[config.mk]
export PLATFORM = sky130hd
export DESIGN_NAME = dlp_ctrl
export DESIGN_NICKNAME = d
export VERILOG_FILES = /design/src/design/dlp_pkg.sv /design/src/design/dlp_buf.sv /design/src/design/dlp_eccreg.sv /design/src/design/dlp_ctrl.sv
export VERILOG_INCLUDE_DIRS = /design/src /design/src/design
export SDC_FILE = /design/constraint.sdc
export NUM_CORES = 1
export LEC_CHECK = 0
export BUFFER_PORTS_ARGS = -buffer_cell sky130_fd_sc_hd__buf_2
export CAP_MARGIN = 25
export CELL_PAD_IN_SITES_DETAIL_PLACEMENT = 1
export CELL_PAD_IN_SITES_GLOBAL_PLACEMENT = 1
export CORE_MARGIN = 2
export CORE_UTILIZATION = 48
export CTS_CLUSTER_SIZE = 14
export DETAILED_ROUTE_END_ITERATION = 10
export GPL_ROUTABILITY_DRIVEN = 0
export PLACE_DENSITY_LB_ADDON = 0.3
export SYNTH_ARGS = -nofsm -noshare
export SYNTH_HDL_FRONTEND = slang
export SYNTH_SLANG_ARGS = --single-unit
[constraint.sdc]
create_clock -name clk_sys -period 4.9 [get_ports clk_sys]
set_clock_uncertainty 0.2 [all_clocks]
set_input_delay 0.49 -clock clk_sys [delete_from_list [all_inputs] [get_ports clk_sys]]
set_output_delay 0.49 -clock clk_sys [all_outputs]
set_load 0.005 [all_outputs]
[src/design/dlp_defs.svh]
`ifndef DLP_DEFS_SVH
`define DLP_DEFS_SVH
// Clock period of clk_sys in ns
`define DLP_CLK_NS       10
// Memory timing figures in ns
`define DLP_T_REFI_NS    7800
`define DLP_T_CKE_NS     8
`define DLP_T_XP_NS      24
`define DLP_T_RFC_NS     160
`define DLP_T_CKESR_NS   10
`define DLP_T_XS_NS      170
// Least times round up, the refresh interval rounds down
`define DLP_CEIL(t)      (((t) + `DLP_CLK_NS - 1) / `DLP_CLK_NS)
`define DLP_REFI_CYC     (`DLP_T_REFI_NS / `DLP_CLK_NS)
`define DLP_CKE_CYC      `DLP_CEIL(`DLP_T_CKE_NS)
`define DLP_XP_CYC       `DLP_CEIL(`DLP_T_XP_NS)
`define DLP_RFC_CYC      `DLP_CEIL(`DLP_T_RFC_NS)
`define DLP_CKESR_CYC    `DLP_CEIL(`DLP_T_CKESR_NS)
`define DLP_XS_CYC       `DLP_CEIL(`DLP_T_XS_NS)
// Commands as {cs_n, ras_n, cas_n, we_n}
`define DLP_CMD_NOP      4'h7
`define DLP_CMD_REF      4'h1
// Error-correction register offsets and reset values
`define DLP_ECC_STAT     4'h0
`define DLP_ECC_MASK     4'h1
`define DLP_ECC_CNT_SGL  4'h2
`define DLP_ECC_CNT_DBL  4'h3
`define DLP_ECC_MASK_RST 2'h0
`endif

[src/design/dlp_pkg.sv]
package dlp_pkg;
    // Power sequencer states
    typedef enum logic [2:0] {
        ST_IDLE, ST_PD, ST_PD_EXIT, ST_REF, ST_SR, ST_SR_EXIT
    } dlp_state_t;
    typedef logic [3:0] dlp_cmd_t;
endpackage : dlp_pkg

[src/design/dlp_buf.sv]
`timescale 1ns/100ps
`include "dlp_defs.svh"
module dlp_buf #(
    parameter int W     = 18,
    parameter int DEPTH = 2
) (
    // Clock and reset
    input  wire logic         clk_sys,
    input  wire logic         reset_n,
    // Filling side
    input  wire logic [W-1:0] in_data,
    input  wire logic         in_valid,
    output logic              in_ready,
    // Draining side
    output logic [W-1:0]      out_data,
    output logic              out_valid,
    input  wire logic         out_ready
);
    import dlp_pkg::*;
    localparam int AW = (DEPTH > 1) ? $clog2(DEPTH) : 1;
    typedef struct packed {
        logic [DEPTH-1:0][W-1:0] mem;
        logic [AW-1:0]           rd;
        logic [AW-1:0]           wr;
        logic [AW:0]             cnt;
    } dlp_buf_s_t;
    dlp_buf_s_t q;
    dlp_buf_s_t d;
    logic       push;
    logic       pop;

    // Honest flags straight from the occupancy count
    assign in_ready  = (q.cnt != (AW+1)'(DEPTH));
    assign out_valid = (q.cnt != '0);
    assign out_data  = q.mem[q.rd];
    assign push      = in_valid && in_ready;
    assign pop       = out_valid && out_ready;

    // Pointer update wraps at DEPTH, so non-power-of-two depths work
    always_comb begin
        d = q;
        if (push) begin
            d.mem[q.wr] = in_data;
            d.wr = (q.wr == AW'(DEPTH - 1)) ? '0 : q.wr + 1'b1;
        end
        if (pop) begin
            d.rd = (q.rd == AW'(DEPTH - 1)) ? '0 : q.rd + 1'b1;
        end
        d.cnt = q.cnt + (AW+1)'(push) - (AW+1)'(pop);
    end

    always_ff @(posedge clk_sys or negedge reset_n) begin
        if (!reset_n) begin
            q <= '0;
        end else begin
            q <= d;
        end
    end
endmodule : dlp_buf

[src/design/dlp_eccreg.sv]
`timescale 1ns/100ps
`include "dlp_defs.svh"
module dlp_eccreg #(
    parameter int AW = 4
) (
    // Clock and reset
    input  wire logic          clk_sys,
    input  wire logic          reset_n,
    // Register port
    input  wire logic [AW-1:0] ecc_addr,
    input  wire logic [3:0]    eccport_byte_enable,
    input  wire logic [31:0]   ecc_wdata,
    input  wire logic          ecc_read_req,
    input  wire logic          ecc_write_req,
    output logic [31:0]        ecc_rdata,
    // Error events and interrupt
    input  wire logic          ecc_err_single,
    input  wire logic          ecc_err_double,
    output logic               ecc_interrupt
);
    import dlp_pkg::*;
    typedef struct packed {
        logic [1:0]  stat;
        logic [1:0]  mask;
        logic [15:0] cnt_s;
        logic [15:0] cnt_d;
        logic [31:0] rdata;
        logic        irq;
    } dlp_ecc_s_t;
    localparam dlp_ecc_s_t RST = '{mask: `DLP_ECC_MASK_RST, default: '0};
    dlp_ecc_s_t q;
    dlp_ecc_s_t d;
    logic       wr_hit;
    logic [1:0] w1c;

    // Byte lane 0 gates all fields; the only data bits written sit in the low byte
    function automatic logic lane0(input logic wr, input logic [3:0] be);
        return wr && be[0];
    endfunction : lane0

    assign wr_hit = lane0(ecc_write_req, eccport_byte_enable);
    assign w1c    = (wr_hit && ecc_addr == AW'(`DLP_ECC_STAT)) ? ecc_wdata[1:0] : 2'h0;

    always_comb begin
        d = q;
        // Set beats the write-one clear in the same cycle
        d.stat = (q.stat & ~w1c) | {ecc_err_double, ecc_err_single};
        if (wr_hit && ecc_addr == AW'(`DLP_ECC_MASK)) begin
            d.mask = ecc_wdata[1:0];
        end
        // Counters saturate; a write clears them
        if (wr_hit && ecc_addr == AW'(`DLP_ECC_CNT_SGL)) begin
            d.cnt_s = '0;
        end else if (ecc_err_single && q.cnt_s != 16'hffff) begin
            d.cnt_s = q.cnt_s + 16'h1;
        end
        if (wr_hit && ecc_addr == AW'(`DLP_ECC_CNT_DBL)) begin
            d.cnt_d = '0;
        end else if (ecc_err_double && q.cnt_d != 16'hffff) begin
            d.cnt_d = q.cnt_d + 16'h1;
        end
        // Read answer lands one cycle after the request; unmapped reads zero
        if (ecc_read_req) begin
            unique case (ecc_addr)
                AW'(`DLP_ECC_STAT):    d.rdata = {30'h0, q.stat};
                AW'(`DLP_ECC_MASK):    d.rdata = {30'h0, q.mask};
                AW'(`DLP_ECC_CNT_SGL): d.rdata = {16'h0, q.cnt_s};
                AW'(`DLP_ECC_CNT_DBL): d.rdata = {16'h0, q.cnt_d};
                default:               d.rdata = 32'h0;
            endcase
        end
        d.irq = |(d.stat & ~d.mask);
    end

    always_ff @(posedge clk_sys or negedge reset_n) begin
        if (!reset_n) begin
            q <= RST;
        end else begin
            q <= d;
        end
    end

    assign ecc_rdata     = q.rdata;
    assign ecc_interrupt = q.irq;
endmodule : dlp_eccreg

[src/design/dlp_ctrl.sv]
// Summary of operation
// - Enter power-down when legal, then acknowledge
// - Stay in power-down while request held
// - Leave power-down periodically for auto-refresh
// - Drop power-down ack only after exit
// - Power-down handshake only when option enabled
// - Enter self-refresh when legal, then acknowledge
// - Stay in self-refresh while request held
// - Drop self-refresh ack only after exit
// - Self-refresh handshake only when option enabled
// - Memory data bus half the local width
// - Strobes go with writes, capture reads
// - Byte mask hides disabled write bytes
// - Register port: address, enables, data, requests
// - Error conditions raise a dedicated interrupt
// - All local signals on the system clock
// - Refresh ack pulses once per refresh
`timescale 1ns/100ps
`include "dlp_defs.svh"
module dlp_ctrl #(
    parameter bit PD_EN    = 1'b1,
    parameter bit SR_EN    = 1'b1,
    parameter int DQ_W     = 8,
    parameter int DQS_HALF = 4,
    parameter int ECC_AW   = 4
) (
    // Clock and reset
    input  wire logic                 clk_sys,
    input  wire logic                 reset_n,
    // Power control handshake
    input  wire logic                 pwrdn_req,
    output logic                      pwrdn_ack,
    input  wire logic                 selfref_req,
    output logic                      selfref_ack,
    output logic                      refresh_ack,
    // Write stream
    input  wire logic [2*DQ_W-1:0]    wr_data,
    input  wire logic [2*DQ_W/8-1:0]  wr_be,
    input  wire logic                 wr_valid,
    output logic                      wr_ready,
    // Read stream
    output logic [2*DQ_W-1:0]         rd_data,
    output logic                      rd_valid,
    // Memory command pins
    output logic                      dram_cke,
    output logic                      dram_cs_n,
    output logic                      dram_ras_n,
    output logic                      dram_cas_n,
    output logic                      dram_we_n,
    // Memory data pins
    input  wire logic [DQ_W-1:0]      dram_dq_i,
    output logic [DQ_W-1:0]           dram_dq_o,
    output logic                      dram_dq_oe,
    input  wire logic [DQ_W/8-1:0]    dram_dqs_i,
    output logic [DQ_W/8-1:0]         dram_dqs_o,
    output logic                      dram_dqs_oe,
    input  wire logic [DQ_W/8-1:0]    dram_dqs_n_i,
    output logic [DQ_W/8-1:0]         dram_dqs_n_o,
    output logic                      dram_dqs_n_oe,
    output logic [DQ_W/8-1:0]         dram_byte_mask,
    // Error-correction register port
    input  wire logic [ECC_AW-1:0]    ecc_addr,
    input  wire logic [3:0]           eccport_byte_enable,
    input  wire logic [31:0]          ecc_wdata,
    input  wire logic                 ecc_read_req,
    input  wire logic                 ecc_write_req,
    output logic [31:0]               ecc_rdata,
    input  wire logic                 ecc_err_single,
    input  wire logic                 ecc_err_double,
    output logic                      ecc_interrupt
);
    import dlp_pkg::*;
    localparam int NB = DQ_W / 8;
    localparam int BW = 2 * DQ_W + 2 * NB;

    typedef struct packed {
        dlp_state_t        st;
        logic [9:0]        wait_cnt;
        logic [9:0]        ref_cnt;
        logic              ref_due;
        logic              pd_ack;
        logic              sr_ack;
        logic              ref_ack;
        logic              cke;
        dlp_cmd_t          cmd;
        logic [2:0]        dqs_sync;
        logic [DQ_W-1:0]   dq_s1;
        logic [DQ_W-1:0]   dq_s2;
        logic              rd_beat;
        logic [DQ_W-1:0]   rd_lo;
        logic [2*DQ_W-1:0] rd_data;
        logic              rd_valid;
        logic              wr_act;
        logic              wr_beat;
        logic [3:0]        wr_ph;
        logic [2*DQ_W-1:0] wr_word;
        logic [2*NB-1:0]   wr_be;
        logic [DQ_W-1:0]   dq_o;
        logic [NB-1:0]     dm;
        logic              dqs_o;
        logic              oe;
    } dlp_ctrl_s_t;

    localparam dlp_ctrl_s_t RST = '{
        st:      ST_IDLE,
        ref_cnt: 10'(`DLP_REFI_CYC),
        cke:     1'b1,
        cmd:     `DLP_CMD_NOP,
        default: '0
    };

    dlp_ctrl_s_t     q;
    dlp_ctrl_s_t     d;
    logic            pd_go;
    logic            sr_go;
    logic            drain_ok;
    logic            buf_valid;
    logic [BW-1:0]   buf_data;
    logic            buf_take;

    // Disabled options leave the handshake inert: the request is ignored
    assign pd_go = PD_EN && pwrdn_req;
    assign sr_go = SR_EN && selfref_req;

    // Words are drained only when no power or refresh work is waiting,
    // so a low-power entry never cuts a burst in half
    assign drain_ok = (q.st == ST_IDLE) && !q.wr_act && !q.ref_due && !pd_go && !sr_go;
    assign buf_take = buf_valid && drain_ok;

    // Two-entry buffer absorbs the stall while the memory sleeps
    dlp_buf #(
        .W     (BW),
        .DEPTH (2)
    ) u_wbuf (
        .clk_sys   (clk_sys),
        .reset_n   (reset_n),
        .in_data   ({wr_be, wr_data}),
        .in_valid  (wr_valid),
        .in_ready  (wr_ready),
        .out_data  (buf_data),
        .out_valid (buf_valid),
        .out_ready (buf_take)
    );

    // Next-state logic for the whole block
    always_comb begin
        d = q;
        d.cmd      = `DLP_CMD_NOP;
        d.ref_ack  = 1'b0;
        d.rd_valid = 1'b0;
        // Strobe and data pins pass two flops before use
        d.dqs_sync = {q.dqs_sync[1:0], dram_dqs_i[0]};
        d.dq_s1    = dram_dq_i;
        d.dq_s2    = q.dq_s1;
        if (q.wait_cnt != '0) begin
            d.wait_cnt = q.wait_cnt - 10'h1;
        end

        // Refresh interval timer; the memory refreshes itself in self-refresh
        if (q.st == ST_SR || q.st == ST_SR_EXIT) begin
            d.ref_cnt = 10'(`DLP_REFI_CYC);
        end else if (q.ref_cnt == '0) begin
            d.ref_cnt = 10'(`DLP_REFI_CYC);
        end else begin
            d.ref_cnt = q.ref_cnt - 10'h1;
        end

        unique case (q.st)
            ST_IDLE: begin
                if (q.ref_due && !q.wr_act) begin
                    d.cmd      = `DLP_CMD_REF;
                    d.ref_ack  = 1'b1;
                    d.wait_cnt = 10'(`DLP_RFC_CYC);
                    d.st       = ST_REF;
                end else if (sr_go && !q.wr_act) begin
                    // Entry as soon as the data path is quiet
                    d.cmd      = `DLP_CMD_REF;
                    d.cke      = 1'b0;
                    d.sr_ack   = 1'b1;
                    d.wait_cnt = 10'(`DLP_CKESR_CYC);
                    d.st       = ST_SR;
                end else if (pd_go && !q.wr_act) begin
                    d.cke      = 1'b0;
                    d.pd_ack   = 1'b1;
                    d.wait_cnt = 10'(`DLP_CKE_CYC);
                    d.st       = ST_PD;
                end
            end
            ST_PD: begin
                // Held low until the user lets go or a refresh falls due
                if (q.wait_cnt == '0 && (!pwrdn_req || q.ref_due)) begin
                    d.cke      = 1'b1;
                    d.wait_cnt = 10'(`DLP_XP_CYC);
                    d.st       = ST_PD_EXIT;
                end
            end
            ST_PD_EXIT: begin
                if (q.wait_cnt == '0) begin
                    if (q.ref_due) begin
                        d.cmd      = `DLP_CMD_REF;
                        d.ref_ack  = 1'b1;
                        d.wait_cnt = 10'(`DLP_RFC_CYC);
                        d.st       = ST_REF;
                    end else begin
                        // Exit finished, only now may the ack fall
                        d.pd_ack = 1'b0;
                        d.st     = ST_IDLE;
                    end
                end
            end
            ST_REF: begin
                if (q.wait_cnt == '0) begin
                    if (q.pd_ack && pd_go) begin
                        // Back to sleep after a refresh excursion
                        d.cke      = 1'b0;
                        d.wait_cnt = 10'(`DLP_CKE_CYC);
                        d.st       = ST_PD;
                    end else begin
                        d.pd_ack = 1'b0;
                        d.st     = ST_IDLE;
                    end
                end
            end
            ST_SR: begin
                if (q.wait_cnt == '0 && !selfref_req) begin
                    d.cke      = 1'b1;
                    d.wait_cnt = 10'(`DLP_XS_CYC);
                    d.st       = ST_SR_EXIT;
                end
            end
            ST_SR_EXIT: begin
                if (q.wait_cnt == '0) begin
                    d.sr_ack = 1'b0;
                    d.st     = ST_IDLE;
                end
            end
        endcase

        // A due flag raised by the timer wins over the clear of an issue
        d.ref_due = (q.ref_cnt == '0 && q.st != ST_SR && q.st != ST_SR_EXIT)
                  || (q.ref_due && !d.ref_ack);

        // Write serializer: low half with strobe high, then high half
        if (buf_take) begin
            d.wr_act  = 1'b1;
            d.wr_beat = 1'b0;
            d.wr_ph   = 4'(DQS_HALF - 1);
            d.wr_word = buf_data[2*DQ_W-1:0];
            d.wr_be   = buf_data[BW-1:2*DQ_W];
            d.dq_o    = buf_data[DQ_W-1:0];
            d.dm      = ~buf_data[2*DQ_W+NB-1:2*DQ_W];
            d.dqs_o   = 1'b1;
            d.oe      = 1'b1;
        end else if (q.wr_act) begin
            if (q.wr_ph != '0) begin
                d.wr_ph = q.wr_ph - 4'h1;
            end else if (!q.wr_beat) begin
                d.wr_beat = 1'b1;
                d.wr_ph   = 4'(DQS_HALF - 1);
                d.dq_o    = q.wr_word[2*DQ_W-1:DQ_W];
                d.dm      = ~q.wr_be[2*NB-1:NB];
                d.dqs_o   = 1'b0;
            end else begin
                d.wr_act = 1'b0;
                d.oe     = 1'b0;
                d.dm     = '0;
            end
        end

        // Read capture on each returned strobe edge, pins not driven by us
        if (!q.oe && (q.dqs_sync[2] != q.dqs_sync[1])) begin
            if (!q.rd_beat) begin
                d.rd_lo   = q.dq_s2;
                d.rd_beat = 1'b1;
            end else begin
                d.rd_data  = {q.dq_s2, q.rd_lo};
                d.rd_valid = 1'b1;
                d.rd_beat  = 1'b0;
            end
        end
    end

    // Single state register; every local signal sits on clk_sys
    always_ff @(posedge clk_sys or negedge reset_n) begin
        if (!reset_n) begin
            q <= RST;
        end else begin
            q <= d;
        end
    end

    // Error-correction register port and interrupt
    dlp_eccreg #(
        .AW (ECC_AW)
    ) u_ecc (
        .clk_sys             (clk_sys),
        .reset_n             (reset_n),
        .ecc_addr            (ecc_addr),
        .eccport_byte_enable (eccport_byte_enable),
        .ecc_wdata           (ecc_wdata),
        .ecc_read_req        (ecc_read_req),
        .ecc_write_req       (ecc_write_req),
        .ecc_rdata           (ecc_rdata),
        .ecc_err_single      (ecc_err_single),
        .ecc_err_double      (ecc_err_double),
        .ecc_interrupt       (ecc_interrupt)
    );

    // Outputs, all from the state register
    assign pwrdn_ack      = q.pd_ack;
    assign selfref_ack    = q.sr_ack;
    assign refresh_ack    = q.ref_ack;
    assign rd_data        = q.rd_data;
    assign rd_valid       = q.rd_valid;
    assign dram_cke       = q.cke;
    assign {dram_cs_n, dram_ras_n, dram_cas_n, dram_we_n} = q.cmd;
    assign dram_dq_o      = q.dq_o;
    assign dram_dq_oe     = q.oe;
    assign dram_dqs_o     = {NB{q.dqs_o}};
    assign dram_dqs_oe    = q.oe;
    // Complement strobe is the true strobe inverted; its input is not needed
    assign dram_dqs_n_o   = ~{NB{q.dqs_o}};
    assign dram_dqs_n_oe  = q.oe;
    assign dram_byte_mask = q.dm;
endmodule : dlp_ctrl

==> summary.txt <==
Floorplan
  – Die W: 143 um
  – Die ar.: 20500 um^2
  – Row count: 50
  – Chip height: 143 um
  – Starting Density: 49.3%
  – Core Region: 18900 um^2
  – Num ports: 150

GRT
  – Largest net degree at the start of global routing: 119
  – GRT Overall Usage: 21.2%
  – First-pass GRT wire length: 34.7 mm
  – Vias in the first global route: 6774
  – Gr ovfl total: 0
  – Initial antenna violation count: 0

STA
  – Slew HR: 33.9%
  – Final min period: 3.06 ns
  – Fin Setup TNS: 0 ns
  – Tcrit/Tclk final: 62.4%
  – Hold_ws: 0.0915 ns
  – RSZ-0062 raised after global routing: no
  – Worst slew pin tran: 0.991 ns
  – Final worst slack: 1.84 ns
  – Final Hold Violating Endpoints: 0
  – Fmax: 0.327 GHz
  – # setup viols final: 0
  – Final Max Tran Viols: 0

Place
  – HPWL Detailed: 14.3 mm
  – Pre-CTS setup slack: 1.83 ns
  – PortBufs: 97

Critical path
  – Maximum net fanout on the critical path: 20
  – Max incr delay on CP: 0.73 ns
  – CP endpoint kind: flip-flop
  – CP Class: reg -> reg
  – Worst path arrival time: 3.21 ns
  – Worst path bufs/invs: 3
  – Req. time, crit path: 5.05 ns
  – CP cell instances: nor4_1 > nand3_1 > buf_4 > clkinv_1 > ha_1 > inv_1 > ha_1 > xnor2_1 > xnor2_1
  – Crit-path slowest cell: dfrtp_1
  – CP Launch Type: flip-flop
  – Crit path max-delay family: buffers and inverters

Status
  – Status: finished, final reports clean

Detailed routing
  – Total number of vias: 6757
  – Drc violations: 0
  – Vias per std cell: 5.66
  – Per-cell routed wire length: 17.7 um
  – WL final: 21.1 mm
  – First-iteration detailed-routing DRC count: 327
  – Post-DRT Antenna Nets: 0
  – First drt pass iteration count: 5

Clock network
  – Clock Sink Count: 193
  – Clk pin slew, worst setup/hold paths: 0.08 ns
  – Worst-skew pair later-pin latency: 0.43 ns
  – H-Tree Depth: 4
  – CTS tree: built
  – Post-cts sizing count: 0
  – Longest Clk Path Bufs: 2
  – CTS Root Cell: clkbuf_16
  – TritonCTS Buffers: 17

Hold path
  – Min-Delay Path Class: in -> reg

Logic synthesis
  – Cell Area, Synth: 9320 um^2
  – Yosys reg bits: 193
  – Synth cell types: 72
  – Synth warn: 0
  – Post-Synthesis Mean Instance Area: 10.8 um^2
  – Synth Flop Type: dfrtp_1
  – Post-synthesis async set-or-reset flop share: 100%
  – Number of synthesized flops with an enable pin: 0
  – Seq/Total Area, Yosys: 51.9%
  – Post-Synthesis Cells: 865

Finish
  – Fillers: 2063
  – Share of cells above drive strength 1: 23.6%
  – Register Area: 4840 um^2
  – ANT cells: 0
  – Layout area overhead: 12.1%
  – Fin nets: 1007
  – Finished Core Util: 55.3%
  – Area taken by multi-input logic gates: 3790 um^2

Power and ir drop
  – PnR Total Power: 0.00567 W
  – Pwr per Cell Area: 543 nW/um^2
  – Max VDD drop: 279 uV
  – Pleak: 4.52 nW

Run
  – Max Cap Viol: 0
==> power breakdown <==
group / leakage, nW / internal [W] / switching, W
logic: 1.85 / 0.000861 / 0.000861
clock network: 0.288 / 0.000686 / 0.000686
registers: 2.38 / 0.00213 / 0.000450
==> metal layers <==
metal / GRT usage, % / part of all wire (%) / vias up
met2: 35.0 / 50 / 131
met4: 5.68 / 1.3 / 0
met1: 29.0 / 46 / 3450
met5: 0 / 0 / -
li1: - / - / 3157
met3: 3.70 / 3.1 / 19
==> path summary, 6_finish.rpt <==
path	to	slack, ns	from	cells after the start
setup / recovery	u_wbuf.q[1]	1.84	q[109]	9
hold / removal	u_wbuf.q[12]	0.09	wr_data[8]	2
setup reg to reg	u_wbuf.q[1]	1.84	q[109]	9
hold reg to reg	d[79]	0.16	d[78]	0
max in group asynchronous	dram_byte_mask	3.50	reset_n	3
min in group asynchronous	q[94]	0.25	reset_n	2
==> logic make-up (layout without fill, tap and decap cells) <==
group,after synthesis,count (layout),share of synthesized area (%)
buffers and inverters,139,192,8.10
multiplexers,86,86,10.1
flip-flops,193,193,51.9
adder cells (fa/ha/maj),8,8,1.07
other,2,18,0.0806
XOR/XNOR,18,18,1.69
AND/OR/NAND/NOR,243,243,13.9
AO/OA/AOI/OAI,176,176,13.2
==> final cells by class <==
type | instances | share of cell area [%]
Tap cell | 260 | 3.12
Multi-Input combinational cell | 549 | 36.3
Inverter | 42 | 1.51
Sequential cell | 193 | 46.3
Clock inverter | 14 | 1.58
Timing Repair Buffer | 119 | 7.09
Clock buffer | 17 | 4.07
==> per-stage QoR <==
stage / instance area, um^2 / instances
after floorplan: 9380 / 881
after global placement: 9680 / 1150
after detailed placement: 9710 / 1151
after CTS: 10400 / 1191
after global routing: 10400 / 1194
final: 10400 / 1194
==> cells in the final DEF, fill, tap and decap left out, drive strengths merged, types with 13 or more instances in the layout <==
cell / n
nand2: 72
mux2: 61
o31ai: 19
o21ai: 18
dfrtp: 187
o22ai: 17
nor2: 37
a22oi: 14
clkbuf: 18
nor3: 14
inv: 47
buf: 108
or4: 15
nand3: 19
nand2b: 17
nor2b: 15
a21oi: 44
conb: 18
mux2i: 25
a211oi: 13
==> synth_stat cells, types with 3 or more instances <==
cell type | number | area, um^2
nand2b_1 | 17 | 106
nor2_1 | 37 | 139
nor4_1 | 7 | 43.8
a221oi_1 | 4 | 35.0
nor3_1 | 13 | 65.1
mux2_2 | 61 | 687
a211oi_1 | 13 | 97.6
mux2i_1 | 25 | 250
a22o_1 | 3 | 26.3
or4_1 | 15 | 113
o22ai_1 | 17 | 106
nand2_1 | 72 | 270
nor4bb_1 | 3 | 30.0
o311ai_0 | 3 | 26.3
a21o_1 | 3 | 22.5
nor2b_1 | 15 | 93.8
o21ai_0 | 18 | 90.1
xnor2_1 | 10 | 87.6
buf_1 | 3 | 11.3
a31oi_1 | 4 | 25.0
nand4_1 | 10 | 62.6
inv_1 | 41 | 154
and4_1 | 5 | 43.8
ha_1 | 8 | 100
a41oi_1 | 3 | 26.3
dfrtp_1 | 187 | 4680
xor2_1 | 8 | 70.1
clkbuf_1 | 30 | 113
a22oi_1 | 14 | 105
and2_1 | 6 | 37.5
nand3_1 | 19 | 95.1
nor4b_1 | 3 | 26.3
o211ai_1 | 4 | 30.0
buf_4 | 61 | 458
dfstp_2 | 6 | 158
o41ai_1 | 3 | 26.3
o221ai_1 | 3 | 26.3
or3_1 | 6 | 37.5
o31ai_1 | 19 | 143
buf_2 | 3 | 15.0
a21oi_1 | 44 | 220
==> timing repair <==
action                                 in CTS  in global routing
buffers inserted                            0                  0
hold buffers                                9                  1
endpoints found under the hold margin       9                 37
==> registers in the layout, indices dropped and copies added (netlist names) <==
signal               flops
dram_dq_o                8
dram_dq_oe               1
refresh_ack              1
u_ecc.q                 36
u_ecc.ecc_rdata         16
dram_byte_mask           1
rd_data                 16
u_ecc.ecc_interrupt      1
dram_cas_n               1
dram_cke                 1
u_wbuf.q                40
q                       57
d                       10
pwrdn_ack                1
rd_valid                 1
dram_dqs_o               1
selfref_ack              1
No activity file was read; power rests on OpenSTA's default activity.
